===== src/oslog_defs.vh =====
// Constants for the operator status indication block.
// Assumes inclusion by bare name from the design file.
`ifndef OSLOG_DEFS_VH
`define OSLOG_DEFS_VH
`define OSLOG_CLK_MHZ 250
`define OSLOG_SLOW_MS 500
`define OSLOG_FAST_MS 125
`define OSLOG_SLOW_CYC ((`OSLOG_SLOW_MS * `OSLOG_CLK_MHZ * 1000) / 2)
`define OSLOG_FAST_CYC ((`OSLOG_FAST_MS * `OSLOG_CLK_MHZ * 1000) / 2)
`define OSLOG_ADDR_CTRL 12'h000
`define OSLOG_ADDR_STAT 12'h004
`define OSLOG_ADDR_ISTAT 12'h008
`define OSLOG_ADDR_IMASK 12'h00c
`define OSLOG_ADDR_FCODE 12'h010
`define OSLOG_ADDR_SPEED 12'h014
`define OSLOG_IMASK_RST 4'h0
`define OSLOG_LED_OFF 2'h0
`define OSLOG_LED_ON 2'h1
`define OSLOG_LED_FLASH 2'h2
`define OSLOG_LED_QUICK 2'h3
`define OSLOG_TAG_DRV 1'b1
`endif


===== src/oslog_top.v =====
// Operator panel status indication: alarm, local/remote and run LEDs, display selection.
// Assumes drive state inputs come from logic on hclk; panel key and terminal inputs
// are asynchronous and are synchronised here.
`timescale 1ns/10ps
`include "oslog_defs.vh"

// Summary of operation
// - Alarm LED steady on for a detected fault or error without flash case.
// - Alarm LED flashes on alarm, parameter setting error, or auto-tuning fault.
// - Alarm LED dark when no fault, error, alarm, parameter setting error or tuning fault.
// - Local/remote LED lit while keypad is the up/down command source.
// - Local/remote LED off while commands come from a remote source.
// - Run LED flashes normally while decelerating or commanded with zero speed.
// - Run LED flashes quickly after terminal command in local then switch to remote.
// - Run LED flashes quickly on terminal command while not in drive mode.
// - Run LED flashes quickly during emergency stop deceleration.
// - Run LED flashes quickly while safe disable shuts output off.
// - Run LED flashes quickly when stop key pressed running in remote.
// - On fault show fault code, light alarm LED; mode tags still follow drive_mode.
// - Normal operation shows speed reference with drive-mode tag.
// - Drive-mode tag only in drive mode, programming tag otherwise.
module oslog_top #(
	parameter SLOW_CYC = `OSLOG_SLOW_CYC,
	parameter FAST_CYC = `OSLOG_FAST_CYC,
	parameter CNT_W = 27
) (
	input wire hclk,
	input wire hresetn,
	input wire hsel,
	input wire [31:0] haddr,
	input wire [1:0] htrans,
	input wire hwrite,
	input wire [2:0] hsize,
	input wire [31:0] hwdata,
	input wire hready,
	output reg [31:0] hrdata,
	output reg hreadyout,
	output reg hresp,
	input wire drive_running,
	input wire drive_decel,
	input wire updown_cmd,
	input wire speed_ref_zero,
	input wire estop_decel,
	input wire safe_disable,
	input wire fault_active,
	input wire alarm_active,
	input wire error_active,
	input wire parameter_setting_error,
	input wire tune_fault,
	input wire drive_mode,
	input wire [15:0] speed_ref,
	input wire [15:0] external_fault_code,
	input wire stop_key_pin,
	input wire term_cmd_pin,
	output reg alarm_indicator,
	output reg local_remote_indicator,
	output reg run_indicator,
	output reg drive_mode_tag,
	output reg prog_mode_tag,
	output reg show_fault,
	output reg [15:0] display_data,
	output reg irq
);

	////////////////////////////////////////////////////////////////////////////////
	// Pin synchronisers.
	reg [1:0] stop_key_s_q;
	reg [1:0] term_cmd_s_q;
	always @(posedge hclk or negedge hresetn) begin
		if (!hresetn) begin
			stop_key_s_q <= 2'h0;
			term_cmd_s_q <= 2'h0;
		end else begin
			stop_key_s_q <= {stop_key_s_q[0], stop_key_pin};
			term_cmd_s_q <= {term_cmd_s_q[0], term_cmd_pin};
		end
	end
	wire stop_key = stop_key_s_q[1];
	wire term_cmd = term_cmd_s_q[1];

	////////////////////////////////////////////////////////////////////////////////
	// Flash dividers.
	reg [CNT_W-1:0] slow_cnt_q;
	reg [CNT_W-1:0] fast_cnt_q;
	reg slow_ph_q;
	reg fast_ph_q;
	always @(posedge hclk or negedge hresetn) begin
		if (!hresetn) begin
			slow_cnt_q <= {CNT_W{1'b0}};
			fast_cnt_q <= {CNT_W{1'b0}};
			slow_ph_q <= 1'b0;
			fast_ph_q <= 1'b0;
		end else begin
			if (slow_cnt_q >= SLOW_CYC - 1) begin
				slow_cnt_q <= {CNT_W{1'b0}};
				slow_ph_q <= ~slow_ph_q;
			end else begin
				slow_cnt_q <= slow_cnt_q + 1'b1;
			end
			if (fast_cnt_q >= FAST_CYC - 1) begin
				fast_cnt_q <= {CNT_W{1'b0}};
				fast_ph_q <= ~fast_ph_q;
			end else begin
				fast_cnt_q <= fast_cnt_q + 1'b1;
			end
		end
	end

	////////////////////////////////////////////////////////////////////////////////
	// Registers over AHB-Lite.
	reg local_q;
	reg [3:0] imask_q;
	reg ap_wr_q;
	reg [11:0] ap_addr_q;
	reg [31:0] rd_mux;
	reg [1:0] run_mode;
	reg [1:0] alarm_mode;
	wire [3:0] istat_q;
	wire ap_take = hsel & hready & htrans[1];
	wire wr_ctrl = ap_wr_q & (ap_addr_q == `OSLOG_ADDR_CTRL);
	wire wr_istat = ap_wr_q & (ap_addr_q == `OSLOG_ADDR_ISTAT);
	wire wr_imask = ap_wr_q & (ap_addr_q == `OSLOG_ADDR_IMASK);

	// The address phase is captured here; its data phase follows one cycle later.
	always @(posedge hclk or negedge hresetn) begin
		if (!hresetn) begin
			ap_wr_q <= 1'b0;
			ap_addr_q <= 12'h000;
		end else begin
			ap_wr_q <= ap_take & hwrite;
			if (ap_take) begin
				ap_addr_q <= haddr[11:0];
			end
		end
	end

	// The slave never stalls and never errors, so both answers are constant flops.
	always @(posedge hclk or negedge hresetn) begin
		if (!hresetn) begin
			hreadyout <= 1'b1;
			hresp <= 1'b0;
		end else begin
			hreadyout <= 1'b1;
			hresp <= 1'b0;
		end
	end

	// Source can only change while stopped, as on the panel key.
	always @(posedge hclk or negedge hresetn) begin
		if (!hresetn) begin
			local_q <= 1'b1;
		end else if (wr_ctrl && !drive_running) begin
			local_q <= hwdata[0];
		end
	end

	always @(posedge hclk or negedge hresetn) begin
		if (!hresetn) begin
			imask_q <= `OSLOG_IMASK_RST;
		end else if (wr_imask) begin
			imask_q <= hwdata[3:0];
		end
	end

	// Read data is chosen in the address phase so that it stands through the data phase.
	always @* begin
		rd_mux = 32'h0;
		case (haddr[11:0])
			`OSLOG_ADDR_CTRL: rd_mux = {31'h0, local_q};
			`OSLOG_ADDR_STAT: rd_mux = {27'h0, alarm_mode, run_mode, local_q};
			`OSLOG_ADDR_ISTAT: rd_mux = {28'h0, istat_q};
			`OSLOG_ADDR_IMASK: rd_mux = {28'h0, imask_q};
			`OSLOG_ADDR_FCODE: rd_mux = {16'h0, external_fault_code};
			`OSLOG_ADDR_SPEED: rd_mux = {16'h0, speed_ref};
			default: rd_mux = 32'h0;
		endcase
	end

	always @(posedge hclk or negedge hresetn) begin
		if (!hresetn) begin
			hrdata <= 32'h0;
		end else if (ap_take && !hwrite) begin
			hrdata <= rd_mux;
		end
	end

	////////////////////////////////////////////////////////////////////////////////
	// Sticky events: fault, alarm, parameter error, safe disable.
	wire [3:0] ev_now = {safe_disable, parameter_setting_error, alarm_active, fault_active};
	wire [3:0] w1c = wr_istat ? hwdata[3:0] : 4'h0;
	genvar g;
	generate
		for (g = 0; g < 4; g = g + 1) begin : ev_bit
			reg prev_q;
			reg stat_q;
			always @(posedge hclk or negedge hresetn) begin
				if (!hresetn) begin
					prev_q <= 1'b0;
					stat_q <= 1'b0;
				end else begin
					prev_q <= ev_now[g];
					// Hardware set wins over a software clear in the same cycle.
					if (ev_now[g] && !prev_q) begin
						stat_q <= 1'b1;
					end else if (w1c[g]) begin
						stat_q <= 1'b0;
					end
				end
			end
			assign istat_q[g] = stat_q;
		end
	endgenerate

	////////////////////////////////////////////////////////////////////////////////
	// Run LED sequencing state.
	reg latch_remote_q;
	reg stop_remote_q;
	reg local_prev_q;

	always @(posedge hclk or negedge hresetn) begin
		if (!hresetn) begin
			local_prev_q <= 1'b1;
		end else begin
			local_prev_q <= local_q;
		end
	end

	always @(posedge hclk or negedge hresetn) begin
		if (!hresetn) begin
			latch_remote_q <= 1'b0;
		end else if (local_prev_q && !local_q && term_cmd) begin
			latch_remote_q <= 1'b1;
		end else if (!term_cmd || local_q) begin
			latch_remote_q <= 1'b0;
		end
	end

	always @(posedge hclk or negedge hresetn) begin
		if (!hresetn) begin
			stop_remote_q <= 1'b0;
		end else if (stop_key && !local_q && drive_running) begin
			stop_remote_q <= 1'b1;
		end else if (!drive_running && !drive_decel) begin
			stop_remote_q <= 1'b0;
		end
	end

	////////////////////////////////////////////////////////////////////////////////
	// Indicator decisions.
	// terminal command outside drive mode
	wire quick_term = term_cmd & ~drive_mode;
	wire quick_estop = estop_decel;
	wire quick_safe = safe_disable;
	wire quick_any = latch_remote_q | quick_term | quick_estop | quick_safe | stop_remote_q;
	wire flash_any = drive_decel | (updown_cmd & speed_ref_zero);

	always @* begin
		run_mode = `OSLOG_LED_OFF;
		if (quick_any) begin
			run_mode = `OSLOG_LED_QUICK;
		end else if (flash_any) begin
			run_mode = `OSLOG_LED_FLASH;
		end else if (drive_running) begin
			run_mode = `OSLOG_LED_ON;
		end
	end

	always @* begin
		alarm_mode = `OSLOG_LED_OFF;
		if (alarm_active || parameter_setting_error || tune_fault) begin
			alarm_mode = `OSLOG_LED_FLASH;
		end else if (fault_active || error_active) begin
			alarm_mode = `OSLOG_LED_ON;
		end
	end

	always @(posedge hclk or negedge hresetn) begin
		if (!hresetn) begin
			alarm_indicator <= 1'b0;
			local_remote_indicator <= 1'b0;
			run_indicator <= 1'b0;
			drive_mode_tag <= 1'b0;
			prog_mode_tag <= 1'b0;
			show_fault <= 1'b0;
			display_data <= 16'h0;
			irq <= 1'b0;
		end else begin
			case (alarm_mode)
				`OSLOG_LED_ON: alarm_indicator <= 1'b1;
				`OSLOG_LED_FLASH: alarm_indicator <= slow_ph_q;
				default: alarm_indicator <= 1'b0;
			endcase
			local_remote_indicator <= local_q;
			case (run_mode)
				`OSLOG_LED_ON: run_indicator <= 1'b1;
				`OSLOG_LED_FLASH: run_indicator <= slow_ph_q;
				`OSLOG_LED_QUICK: run_indicator <= fast_ph_q;
				default: run_indicator <= 1'b0;
			endcase
			drive_mode_tag <= drive_mode & `OSLOG_TAG_DRV;
			prog_mode_tag <= ~drive_mode;
			show_fault <= fault_active;
			display_data <= fault_active ? external_fault_code : speed_ref;
			irq <= |(istat_q & imask_q);
		end
	end

endmodule // oslog_top


===== config.mk =====
export PLATFORM = sky130hd
export DESIGN_NAME = oslog_top
export DESIGN_NICKNAME = d
export VERILOG_FILES = /design/src/oslog_top.v
export VERILOG_INCLUDE_DIRS = /design/src /design/src/src
export SDC_FILE = /design/constraint.sdc
export NUM_CORES = 1
export LEC_CHECK = 0
export BUFFER_PORTS_ARGS = -buffer_cell sky130_fd_sc_hd__buf_2
export CELL_PAD_IN_SITES_DETAIL_PLACEMENT = 1
export CELL_PAD_IN_SITES_GLOBAL_PLACEMENT = 1
export CORE_ASPECT_RATIO = 1.25
export CORE_MARGIN = 4
export CORE_UTILIZATION = 42
export CTS_CLUSTER_SIZE = 14
export DETAILED_ROUTE_END_ITERATION = 10
export PLACE_DENSITY = 0.92
export SLEW_MARGIN = 30
export SYNTH_ARGS = -nofsm -noshare
export SYNTH_HDL_FRONTEND = slang
export SYNTH_SLANG_ARGS = --single-unit

===== constraint.sdc =====
create_clock -name hclk -period 4.8 [get_ports hclk]
set_input_delay 0.72 -clock hclk [delete_from_list [all_inputs] [get_ports hclk]]
set_output_delay 0.72 -clock hclk [all_outputs]
set_load 0.1 [all_outputs]

==> flow_summary.yaml, run 1 <==
outcome:
  outcome: "finished, final reports clean"
global_route:
  grt_max_degree: 62
  grt_pass1_vias: 5608
  grt_pass1_wl_um: 31100
  antenna_found_initial: 0
  grtUsageTotal_pct: 25.1
  grt_overflow_total: 0
worst_hold_path:
  hold_end: "stop_key_s_q[1]"
  worstHoldStart: "stop_key_s_q[0]"
  hold_class: "reg2reg"
  whs_path_depth: 0
floorplan:
  floorplan.die.width_um: 114
  die_h_um: 140
  rows: 48
  start_util_pct: 42.6
  fp.dieArea_sq_mm: 0.0159
  core-area_sq_mm: 0.0138
  io_pins: 177
synthesis:
  synthMuxAreaShare_pct: 7.19
  synth_compound_area_share_pct: 7.90
  synthFlopType: "dfrtp_1"
  synth-adder-area-share_pct: 0.427
  synth_top_family_by_area: "simple AND/OR/NAND/NOR gates"
  synth_xor_area_share_pct: 6.73
  seq_area_frac_synth_pct: 54.3
  synthSimpleGateAreaFrac_pct: 17.9
  synthCells: 541
  syn_area_sq_mm: 0.00586
  ys_warn_count: 0
  synth_seq_cells: 127
  synth_cell_types: 57
  synth_edf_count: 0
  async_flop_share_pct: 100
  synth_area_per_cell_sq_um: 10.8
cts:
  cts-resized-gates: 0
  cts_tree: "yes"
  cts_sinks: 127
  cts_made_buffers: 17
  holdBufCountCts: 0
  max-clock-path-buffers: 2
  clk_pin_slew_worst_paths_ns: 0.06
  htreeDepth: 4
  clk_latency_ns: 0.43
  post_cts_buffers: 0
  cts_root_buf: "clkbuf_16"
place:
  placed_area_sq_mm: 0.00647
  gp_congestion: 0.903
  numPortBuffers: 106
  hpwl_um: 11900
timing:
  fin_crit_sh_pct: 55.5
  worst_pin_slew_ns: 0.924
  slew_headroom_pct: 36.8
  hold_viol: 0
  tns_ns: 0
  setup_violations: 0
  layout_min_cycle_time_ns: 2.67
  clock_skew_ns: 0.0112
  rsz0062_at_grt: "false"
  slew_viol_final: 0
  fmax_ghz: 0.375
critical_path:
  r2r_cells: 7
  r2r_end: "fast_cnt_q[13]"
  cp.arrival_ns: 2.98
  start_kind: "input port"
  r2r_setup_slack_ns: 2.34
  critPathLaunch: "haddr[7]"
  crit_fanout: 5
  critical_path_required_ns: 5.12
  crit_path_end_kind: "flip-flop"
  worst-setup-path-type: "in2reg"
  timing.rr.start: "fast_cnt_q[0]"
pwr:
  ir_worst_vdd_v: 0.000325
  p_int_mw: 2.01
  p_switching_mw: 0.924
  power_density_mw_per_mm2: 415
  switching_share_pct: 31.5
  pwr-share-seq_pct: 40.8
  pwr-share-comb_pct: 14.9
  clkPwrFrac_pct: 44.3
  p_leak_nw: 3.14
final_layout:
  drive_above_1_share_pct: 29.7
  regArea_sq_mm: 0.00318
  final_cell_area_sq_mm: 0.00706
  multi_input_area_sq_mm: 0.00244
  nFillCells: 1514
  antenna_cells: 0
  nNetsFinal: 773
  syn2layout_area_growth_pct: 20.5
detailed_routing:
  drc: 0
  drt_pre_antenna_iters: 5
  vias_per_cell: 5.72
  antenna_left: 0
  wl_per_cell_um: 23.1
  drt-total-wl_um: 19400
  vias: 4800
  dr.first_iter.drc_count: 392
run:
  max_cap_viol_count: 0
[cell usage after synthesis (14+ instances only)]
cell type,count,area [sq um]
inv_1,21,78.8
xor2_1,22,193
o21ai_0,22,110
clkbuf_1,14,52.6
buf_4,18,135
nand2_1,44,165
dfrtp_1,125,3130
xnor2_1,23,201
nor2_1,57,214
nand3_1,22,110
nor3_1,14,70.1
mux2_2,33,372
[cell families (layout without fill, tap and decap cells)]
family          count (synthesis)  count (layout)
mux                            38              38
other cells                     2              22
flops                         127             127
xor+xnor                       45              45
fa+ha+maj                       2               2
simple gates                  201             201
buf+inv                        59             162
compound gates                 67              67
[registers in the layout (all words and copies together) (netlist names), 2 cells and up]
signal,flops
hrdata,16
stop_key_s_q,2
slow_cnt_q,27
ap_addr_q,12
imask_q,4
display_data,16
term_cmd_s_q,2
fast_cnt_q,27
ev_bit.stat_q,4
ev_bit.prev_q,3
[worst max-delay path by stage]
stage,to,cells past startpoint
final,hrdata[1],6
after global routing,hrdata[9],5
after CTS,hrdata[9],6
after detailed placement,hrdata[0],5
after global placement,hrdata[14],5
after floorplan,hrdata[1],5
[per-layer routing]
| layer | wire length, um | vias to the layer above | share of wire (%) | global-route usage [%] |
|---|---|---|---|---|
| met2 | 10700 | 227 | 55 | 47.3 |
| li1 | - | 2063 | - | - |
| met5 | 0 | - | 0 | 0 |
| met4 | 812 | 0 | 4.2 | 12.8 |
| met1 | 6780 | 2441 | 35 | 25.7 |
| met3 | 1050 | 69 | 5.4 | 5.27 |
[metrics by stage]
stage | cells | total power [mW] | hold WS (ns) | util (%) | setup WS (ns)
5_1_grt | 839 | 3.02 | 0.377 | 51.4 | 1.97
3_5_place_dp | 807 | 1.64 | 0.346 | 47.0 | 1.78
4_1_cts | 839 | 2.94 | 0.364 | 51.3 | 2.12
3_3_place_gp | 807 | 1.61 | 0.338 | 47.0 | 1.95
2_1_floorplan | 561 | 1.53 | 0.331 | - | 2.74
6_report | 839 | 2.93 | 0.364 | 51.4 | 2.13
[cell type report]
| cell class | instances | share of cell area (%) |
|---|---|---|
| repair buffers | 109 | 7.86 |
| clock buffers | 17 | 6.02 |
| well taps | 175 | 3.10 |
| multi-input cells | 375 | 34.5 |
| flip-flops and latches | 127 | 45.0 |
| clock inverters | 15 | 2.34 |
| inverters | 21 | 1.12 |
[critical path, cell delays in order]
cell,delay (ns)
buf_2,0.12
nor3_1,0.59
nand3_1,0.39
nor4b_1,0.63
a221oi_1,0.25
o21ai_0,0.28
[power groups by stage]
stage	clock network, mW	logic [mW]	registers (mW)
finish	1.30	0.437	1.20
global route	1.36	0.460	1.20
CTS	1.31	0.438	1.19
detailed placement	0	0.428	1.21
global placement	0	0.411	1.20
floorplan	0	0.181	1.35
[cells in the final DEF (no fill, tap or decap), types with 14 or more instances in the layout]
cell type | netlist | layout
nand2_1 | 44 | 44
dfrtp_1 | 125 | 125
xnor2_1 | 23 | 23
mux2_2 | 33 | 33
nor2_1 | 57 | 55
buf_2 | 1 | 105
xor2_1 | 22 | 22
conb_1 | 2 | 22
inv_1 | 21 | 21
o21ai_0 | 22 | 22
nand3_1 | 22 | 22
nor3_1 | 14 | 14
clkbuf_16 | 0 | 17
Power figures use the tool's default switching activity.
==> run 2, diff against run 1 <==
--- a/config.mk
+++ b/config.mk
@@ -11,10 +11,10 @@
 export CELL_PAD_IN_SITES_GLOBAL_PLACEMENT = 1
 export CORE_ASPECT_RATIO = 1.25
 export CORE_MARGIN = 4
-export CORE_UTILIZATION = 42
+export CORE_UTILIZATION = 39
 export CTS_CLUSTER_SIZE = 14
 export DETAILED_ROUTE_END_ITERATION = 10
-export PLACE_DENSITY = 0.92
+export PLACE_DENSITY = 0.87
 export SLEW_MARGIN = 30
 export SYNTH_ARGS = -nofsm -noshare
 export SYNTH_HDL_FRONTEND = slang
==> constraint.sdc (replaced) <==
create_clock -name hclk -period 2.6 [get_ports hclk]
set_input_delay 0.39 -clock hclk [delete_from_list [all_inputs] [get_ports hclk]]
set_output_delay 0.39 -clock hclk [all_outputs]
set_load 0.1 [all_outputs]
==> run 2 against run 1 <==
Effect of this change:
- the run now ends with negative hold slack left
- final area up 0.96%
- global-route usage down 5.4 points
- flip-flop and latch count unchanged
- count of clock-buffer cells in the layout up 7
- register-to-register slack worse by 2.0 ns
- routed wire length down 15%
- die area up 7.2%
- setup slack worse by 1.8 ns
- core utilization down 2.5 points
- non-clock buffer count up 10
- highest routed layer unchanged
==> flow_summary.yaml, run 2 (same netlist as run 1, synthesis figures left out) <==
timing:
  hold_viol: 6
  rsz0062_at_grt: "false"
  slew_viol_final: 0
  worst_pin_slew_ns: 0.698
  clock_skew_ns: 0.00900
  layout_min_cycle_time_ns: 2.24
  fin_crit_sh_pct: 86.0
  setup_violations: 0
  tns_ns: 0
  slew_headroom_pct: 53.2
  fmax_ghz: 0.447
  whs_ns: -0.00272
  worst_slack_ns: 0.365
global_route:
  grt_max_degree: 48
  antenna_found_initial: 0
  grt_use_met2_pct: 37.2
  grt_pass1_vias: 5225
  grt.busiest_layer: "met2"
  use_met3_pct: 4.48
  grt_overflow_total: 0
  use_met1_pct: 20.5
  grt_pass1_wl_um: 27200
  grtUsageTotal_pct: 19.8
run:
  max_cap_viol_count: 0
final_layout:
  drive_above_1_share_pct: 29.4
  layout_commonest_cell: "dfrtp_1"
  stdcell_count: 851
  final_cell_mix: "dfrtp_1 (125), buf_2 (105), nor2_1 (57)"
  final_cell_area_sq_mm: 0.00713
  syn2layout_area_growth_pct: 21.7
  nNetsFinal: 783
  top_regs: "fast_cnt_q x27, slow_cnt_q x27"
  fin_util_pct: 48.9
  antenna_cells: 0
place:
  numPortBuffers: 106
  placed_area_sq_mm: 0.00657
  hpwl_um: 11500
  gp_congestion: 0.812
  dp.cells: 820
  preCtsSetupSlack_ns: 0.272
floorplan:
  io_pins: 177
  start_util_pct: 40.2
  fp.dieArea_sq_mm: 0.0171
  core-area_sq_mm: 0.0146
  rows: 49
  floorplan.die.width_um: 118
  die_h_um: 145
critical_path:
  r2r_cells: 6
  slowest_stage: "a2111o_1"
  crit_fanout: 15
  critical_path_required_ns: 2.94
  critPathBufInv: 1
  crit_path_end_kind: "flip-flop"
  path_cells: "and3_4, a2111o_1, a2111oi_2, o21ba_1, buf_12, nor2_1"
  cp_top_family: "compound AO/OA/AOI/OAI gates"
  start_kind: "flip-flop"
  path_depth: 6
  max_stage_delay_ns: 0.46
  worst-setup-path-type: "reg2reg"
  cp.arrival_ns: 2.58
detailed_routing:
  dr.first_iter.drc_count: 196
  wl_per_cell_um: 19.3
  drt_pre_antenna_iters: 4
  antenna_left: 0
  drt-total-wl_um: 16500
  vias: 4591
  drc: 0
  vias_per_cell: 5.39
cts:
  cts-resized-gates: 0
  clk_pin_slew_worst_paths_ns: 0.06
  post_cts_buffers: 0
  htreeDepth: 4
  cts_sinks: 127
  cts_root_buf: "clkbuf_16"
  max-clock-path-buffers: 2
  cts_made_buffers: 17
  holdBufCountCts: 0
  clk_latency_ns: 0.42
  cts_tree: "yes"
outcome:
  violations: "negative hold slack"
  outcome: "complete, but fails checks"
worst_hold_path:
  hold_class: "in2async"
pwr:
  p_leak_nw: 3.20
  ir_worst_vdd_v: 0.000439
  power_density_mw_per_mm2: 744
-- run 2: worst paths after layout --
kind	end	slack, ns	from
min in group hclk	term_cmd_s_q[0]	0.07	term_cmd_pin
setup / recovery	fast_cnt_q[2]	0.36	fast_cnt_q[21]
max in group asynchronous	local_q	1.90	hresetn
hold reg to reg	term_cmd_s_q[1]	0.35	term_cmd_s_q[0]
hold / removal	ap_addr_q[10]	-0.003	hresetn
setup reg to reg	fast_cnt_q[2]	0.36	fast_cnt_q[21]
-- run 2: metrics by stage --
step	hold slack, ns	total power, mW
floorplan	0.0944	2.82
global placement	0.342	3.00
detailed placement	0.342	3.04
CTS	0.00580	5.34
global route	0.0333	5.49
finish	-0.00272	5.30
-- run 2: power by group --
| group | internal (mW) | switching, mW | total, mW |
|---|---|---|---|
| Combinational | 0.189 | 0.614 | 0.803 |
| Clock | 1.45 | 0.846 | 2.30 |
| Sequential | 2.11 | 0.0933 | 2.20 |
-- run 2: area by class of cell --
class                      count  area (sq um)
inverter                      21          78.8
multi-input combinational    375          2430
clock buffer                  24           472
sequential                   127          3180
fill                        1633          7460
tap                          178           223
clock inverter                 7          88.8
timing repair buffer         119           656
-- run 2: per-layer routing --
| metal | part of all wire (%) | vias up |
|---|---|---|
| met5 | 0 | - |
| met4 | 3.7 | 0 |
| met3 | 4.0 | 51 |
| met2 | 55 | 149 |
| met1 | 37 | 2318 |
| li1 | - | 2073 |
==> run 3, diff against run 2 <==
--- a/config.mk
+++ b/config.mk
@@ -9,7 +9,6 @@
 export BUFFER_PORTS_ARGS = -buffer_cell sky130_fd_sc_hd__buf_2
 export CELL_PAD_IN_SITES_DETAIL_PLACEMENT = 1
 export CELL_PAD_IN_SITES_GLOBAL_PLACEMENT = 1
-export CORE_ASPECT_RATIO = 1.25
 export CORE_MARGIN = 4
 export CORE_UTILIZATION = 39
 export CTS_CLUSTER_SIZE = 14
==> constraint.sdc (replaced) <==
create_clock -name hclk -period 2.6 [get_ports hclk]
set_input_delay 0.39 -clock hclk [delete_from_list [all_inputs] [get_ports hclk]]
set_output_delay 0.39 -clock hclk [all_outputs]
set_load 0.005 [all_outputs]
==> run 3 against run 2 <==
Effect of this change:
- the flow now finishes without violations
- routed wire length is 0.81% higher
- core utilization hardly changed
- critical path depth grew 1
- non-clock buffer count unchanged
- first-iteration DRC count grew 39%
- flip-flop and latch count unchanged
- die area hardly changed
- cell count is 0.71% higher
- setup slack lost 0.057 ns
- global-route usage up 0.37 points
- register-to-register slack worse by 0.06 ns
- critical endpoint is now fast_cnt_q[23]
==> flow_summary.yaml, run 3 (same netlist as run 1, synthesis figures left out) <==
detailed_routing:
  drc: 0
  wl_per_cell_um: 19.4
  vias: 4622
  antenna_left: 0
  drt_pre_antenna_iters: 4
  drt-total-wl_um: 16600
  dr.first_iter.drc_count: 272
  vias_per_cell: 5.39
cts:
  cts-resized-gates: 0
  cts_made_buffers: 17
  cts_root_buf: "clkbuf_16"
  cts_tree: "yes"
  cts_sinks: 127
  clk_pin_slew_worst_paths_ns: 0.06
  clk_latency_ns: 0.42
  max-clock-path-buffers: 2
  htreeDepth: 4
critical_path:
  path_cells: "ha_1, a21oi_1, o21ai_0, a2111oi_2, o21ba_1, buf_12, nor2_4"
  critical_path_required_ns: 2.89
  crit_fanout: 15
  slowest_stage: "o21ba_1"
  r2r_cells: 7
  max_stage_delay_ns: 0.73
  r2r_setup_slack_ns: 0.31
  worst-setup-path-type: "reg2reg"
  r2r_end: "fast_cnt_q[23]"
  cp.arrival_ns: 2.58
  crit_path_end_kind: "flip-flop"
  timing.rr.start: "fast_cnt_q[0]"
  start_kind: "flip-flop"
final_layout:
  stdcell_count: 857
  final_cell_mix: "dfrtp_1 (125), buf_2 (105), nor2_1 (57)"
  top_regs: "fast_cnt_q x27, slow_cnt_q x27"
  nFillCells: 1627
  drive_above_1_share_pct: 30.0
  antenna_cells: 0
  final_cell_area_sq_mm: 0.00716
  multi_input_area_sq_mm: 0.00243
  syn2layout_area_growth_pct: 22.2
  nNetsFinal: 783
  regArea_sq_mm: 0.00318
  layout_commonest_cell: "dfrtp_1"
timing:
  fin_crit_sh_pct: 88.2
  slew_headroom_pct: 50.5
  setup_violations: 0
  clock_skew_ns: 0.0217
  hold_viol: 0
  slew_viol_final: 0
  worst_pin_slew_ns: 0.743
  layout_min_cycle_time_ns: 2.29
  rsz0062_at_grt: "false"
  fmax_ghz: 0.436
  tns_ns: 0
global_route:
  grt_max_degree: 84
  antenna_found_initial: 0
  grtUsageTotal_pct: 20.1
  grt_pass1_vias: 5050
  grt_overflow_total: 0
  grt_pass1_wl_um: 26500
place:
  gp_congestion: 0.923
  numPortBuffers: 106
  placed_area_sq_mm: 0.00658
  hpwl_um: 11300
  dp.cells: 825
worst_hold_path:
  whs_path_depth: 1
  hold_class: "in2reg"
  hold_end: "stop_key_s_q[0]"
  worstHoldStart: "stop_key_pin"
floorplan:
  fp.dieArea_sq_mm: 0.0171
  rows: 44
  floorplan.die.width_um: 131
  io_pins: 177
  start_util_pct: 40.0
  core-area_sq_mm: 0.0146
  die_h_um: 131
run:
  max_cap_viol_count: 0
outcome:
  outcome: "finished, final reports clean"
pwr:
  power_density_mw_per_mm2: 689
  p_leak_nw: 3.20
  ir_worst_vdd_v: 0.000489
==> run 3: cell types whose count changed in the layout (fill, tap and decap cells not counted) <==
cell	before	now
clkinvlp_4	0	5
buf_12	2	3
clkbuf_8	2	0
dlygate4sd3_1	0	1
buf_4	12	10
inv_6	0	1
clkinv_4	1	2
clkbuf_1	5	0
==> run 3: report_power, final <==
part,switching [mW],total [mW],leakage [nW],internal [mW]
sequential,0.0959,2.21,1.62,2.11
combinational,0.231,0.420,1.31,0.190
clock,0.910,2.31,0.267,1.40
==> run 3: critical path, delay by kind of cell (launching register included) <==
family / cells / cell delay [ns]
fa+ha+maj: 1 / 0.29
simple gates: 1 / 0.04
compound gates: 4 / 1.20
flops: 1 / 0.40
buf+inv: 1 / 0.22
==> run 3: worst max path at each step <==
stage	start	end	slack, ns	depth (start not counted)
finish	fast_cnt_q[0]	fast_cnt_q[23]	0.31	7
floorplan	fast_cnt_q[21]	fast_cnt_q[23]	0.73	7
detailed placement	haddr[10]	hrdata[0]	0.18	7
CTS	fast_cnt_q[0]	fast_cnt_q[15]	0.29	7
global route	fast_cnt_q[0]	fast_cnt_q[23]	0.16	7
global placement	haddr[10]	hrdata[0]	0.22	7
==> run 3: repair_timing <==
item	4_1_cts	5_1_grt
buffers inserted	0	0
hold endpoints to repair	25	0
hold buffers	1	0
==> run 3: layout make-up <==
cell class | instances | share of cell area, %
sequential | 127 | 44.4
multi-input combinational | 375 | 34.0
timing repair buffer | 119 | 9.36
clock buffer | 17 | 5.94
tap | 184 | 3.21
clock inverter | 14 | 2.01
inverter | 21 | 1.10
==> run 3: layer usage <==
metal / track usage (%) / share of wire (%) / vias up
met5: 0 / 0 / -
met2: 36.5 / 53 / 142
met1: 22.8 / 39 / 2374
li1: - / - / 2071
met3: 4.72 / 5.0 / 35
met4: 8.05 / 2.9 / 0
==> run 3: through the flow <==
stage          util, %  hold WS [ns]  total power, mW  setup slack [ns]
5_1_grt           48.9        0.0580             5.13             0.161
6_report          48.9        0.0714             4.94             0.308
2_1_floorplan        -        0.0944             2.44             0.732
3_3_place_gp      45.0         0.337             2.61             0.218
3_5_place_dp      45.0         0.341             2.65             0.179
4_1_cts           48.9        0.0590             4.98             0.289
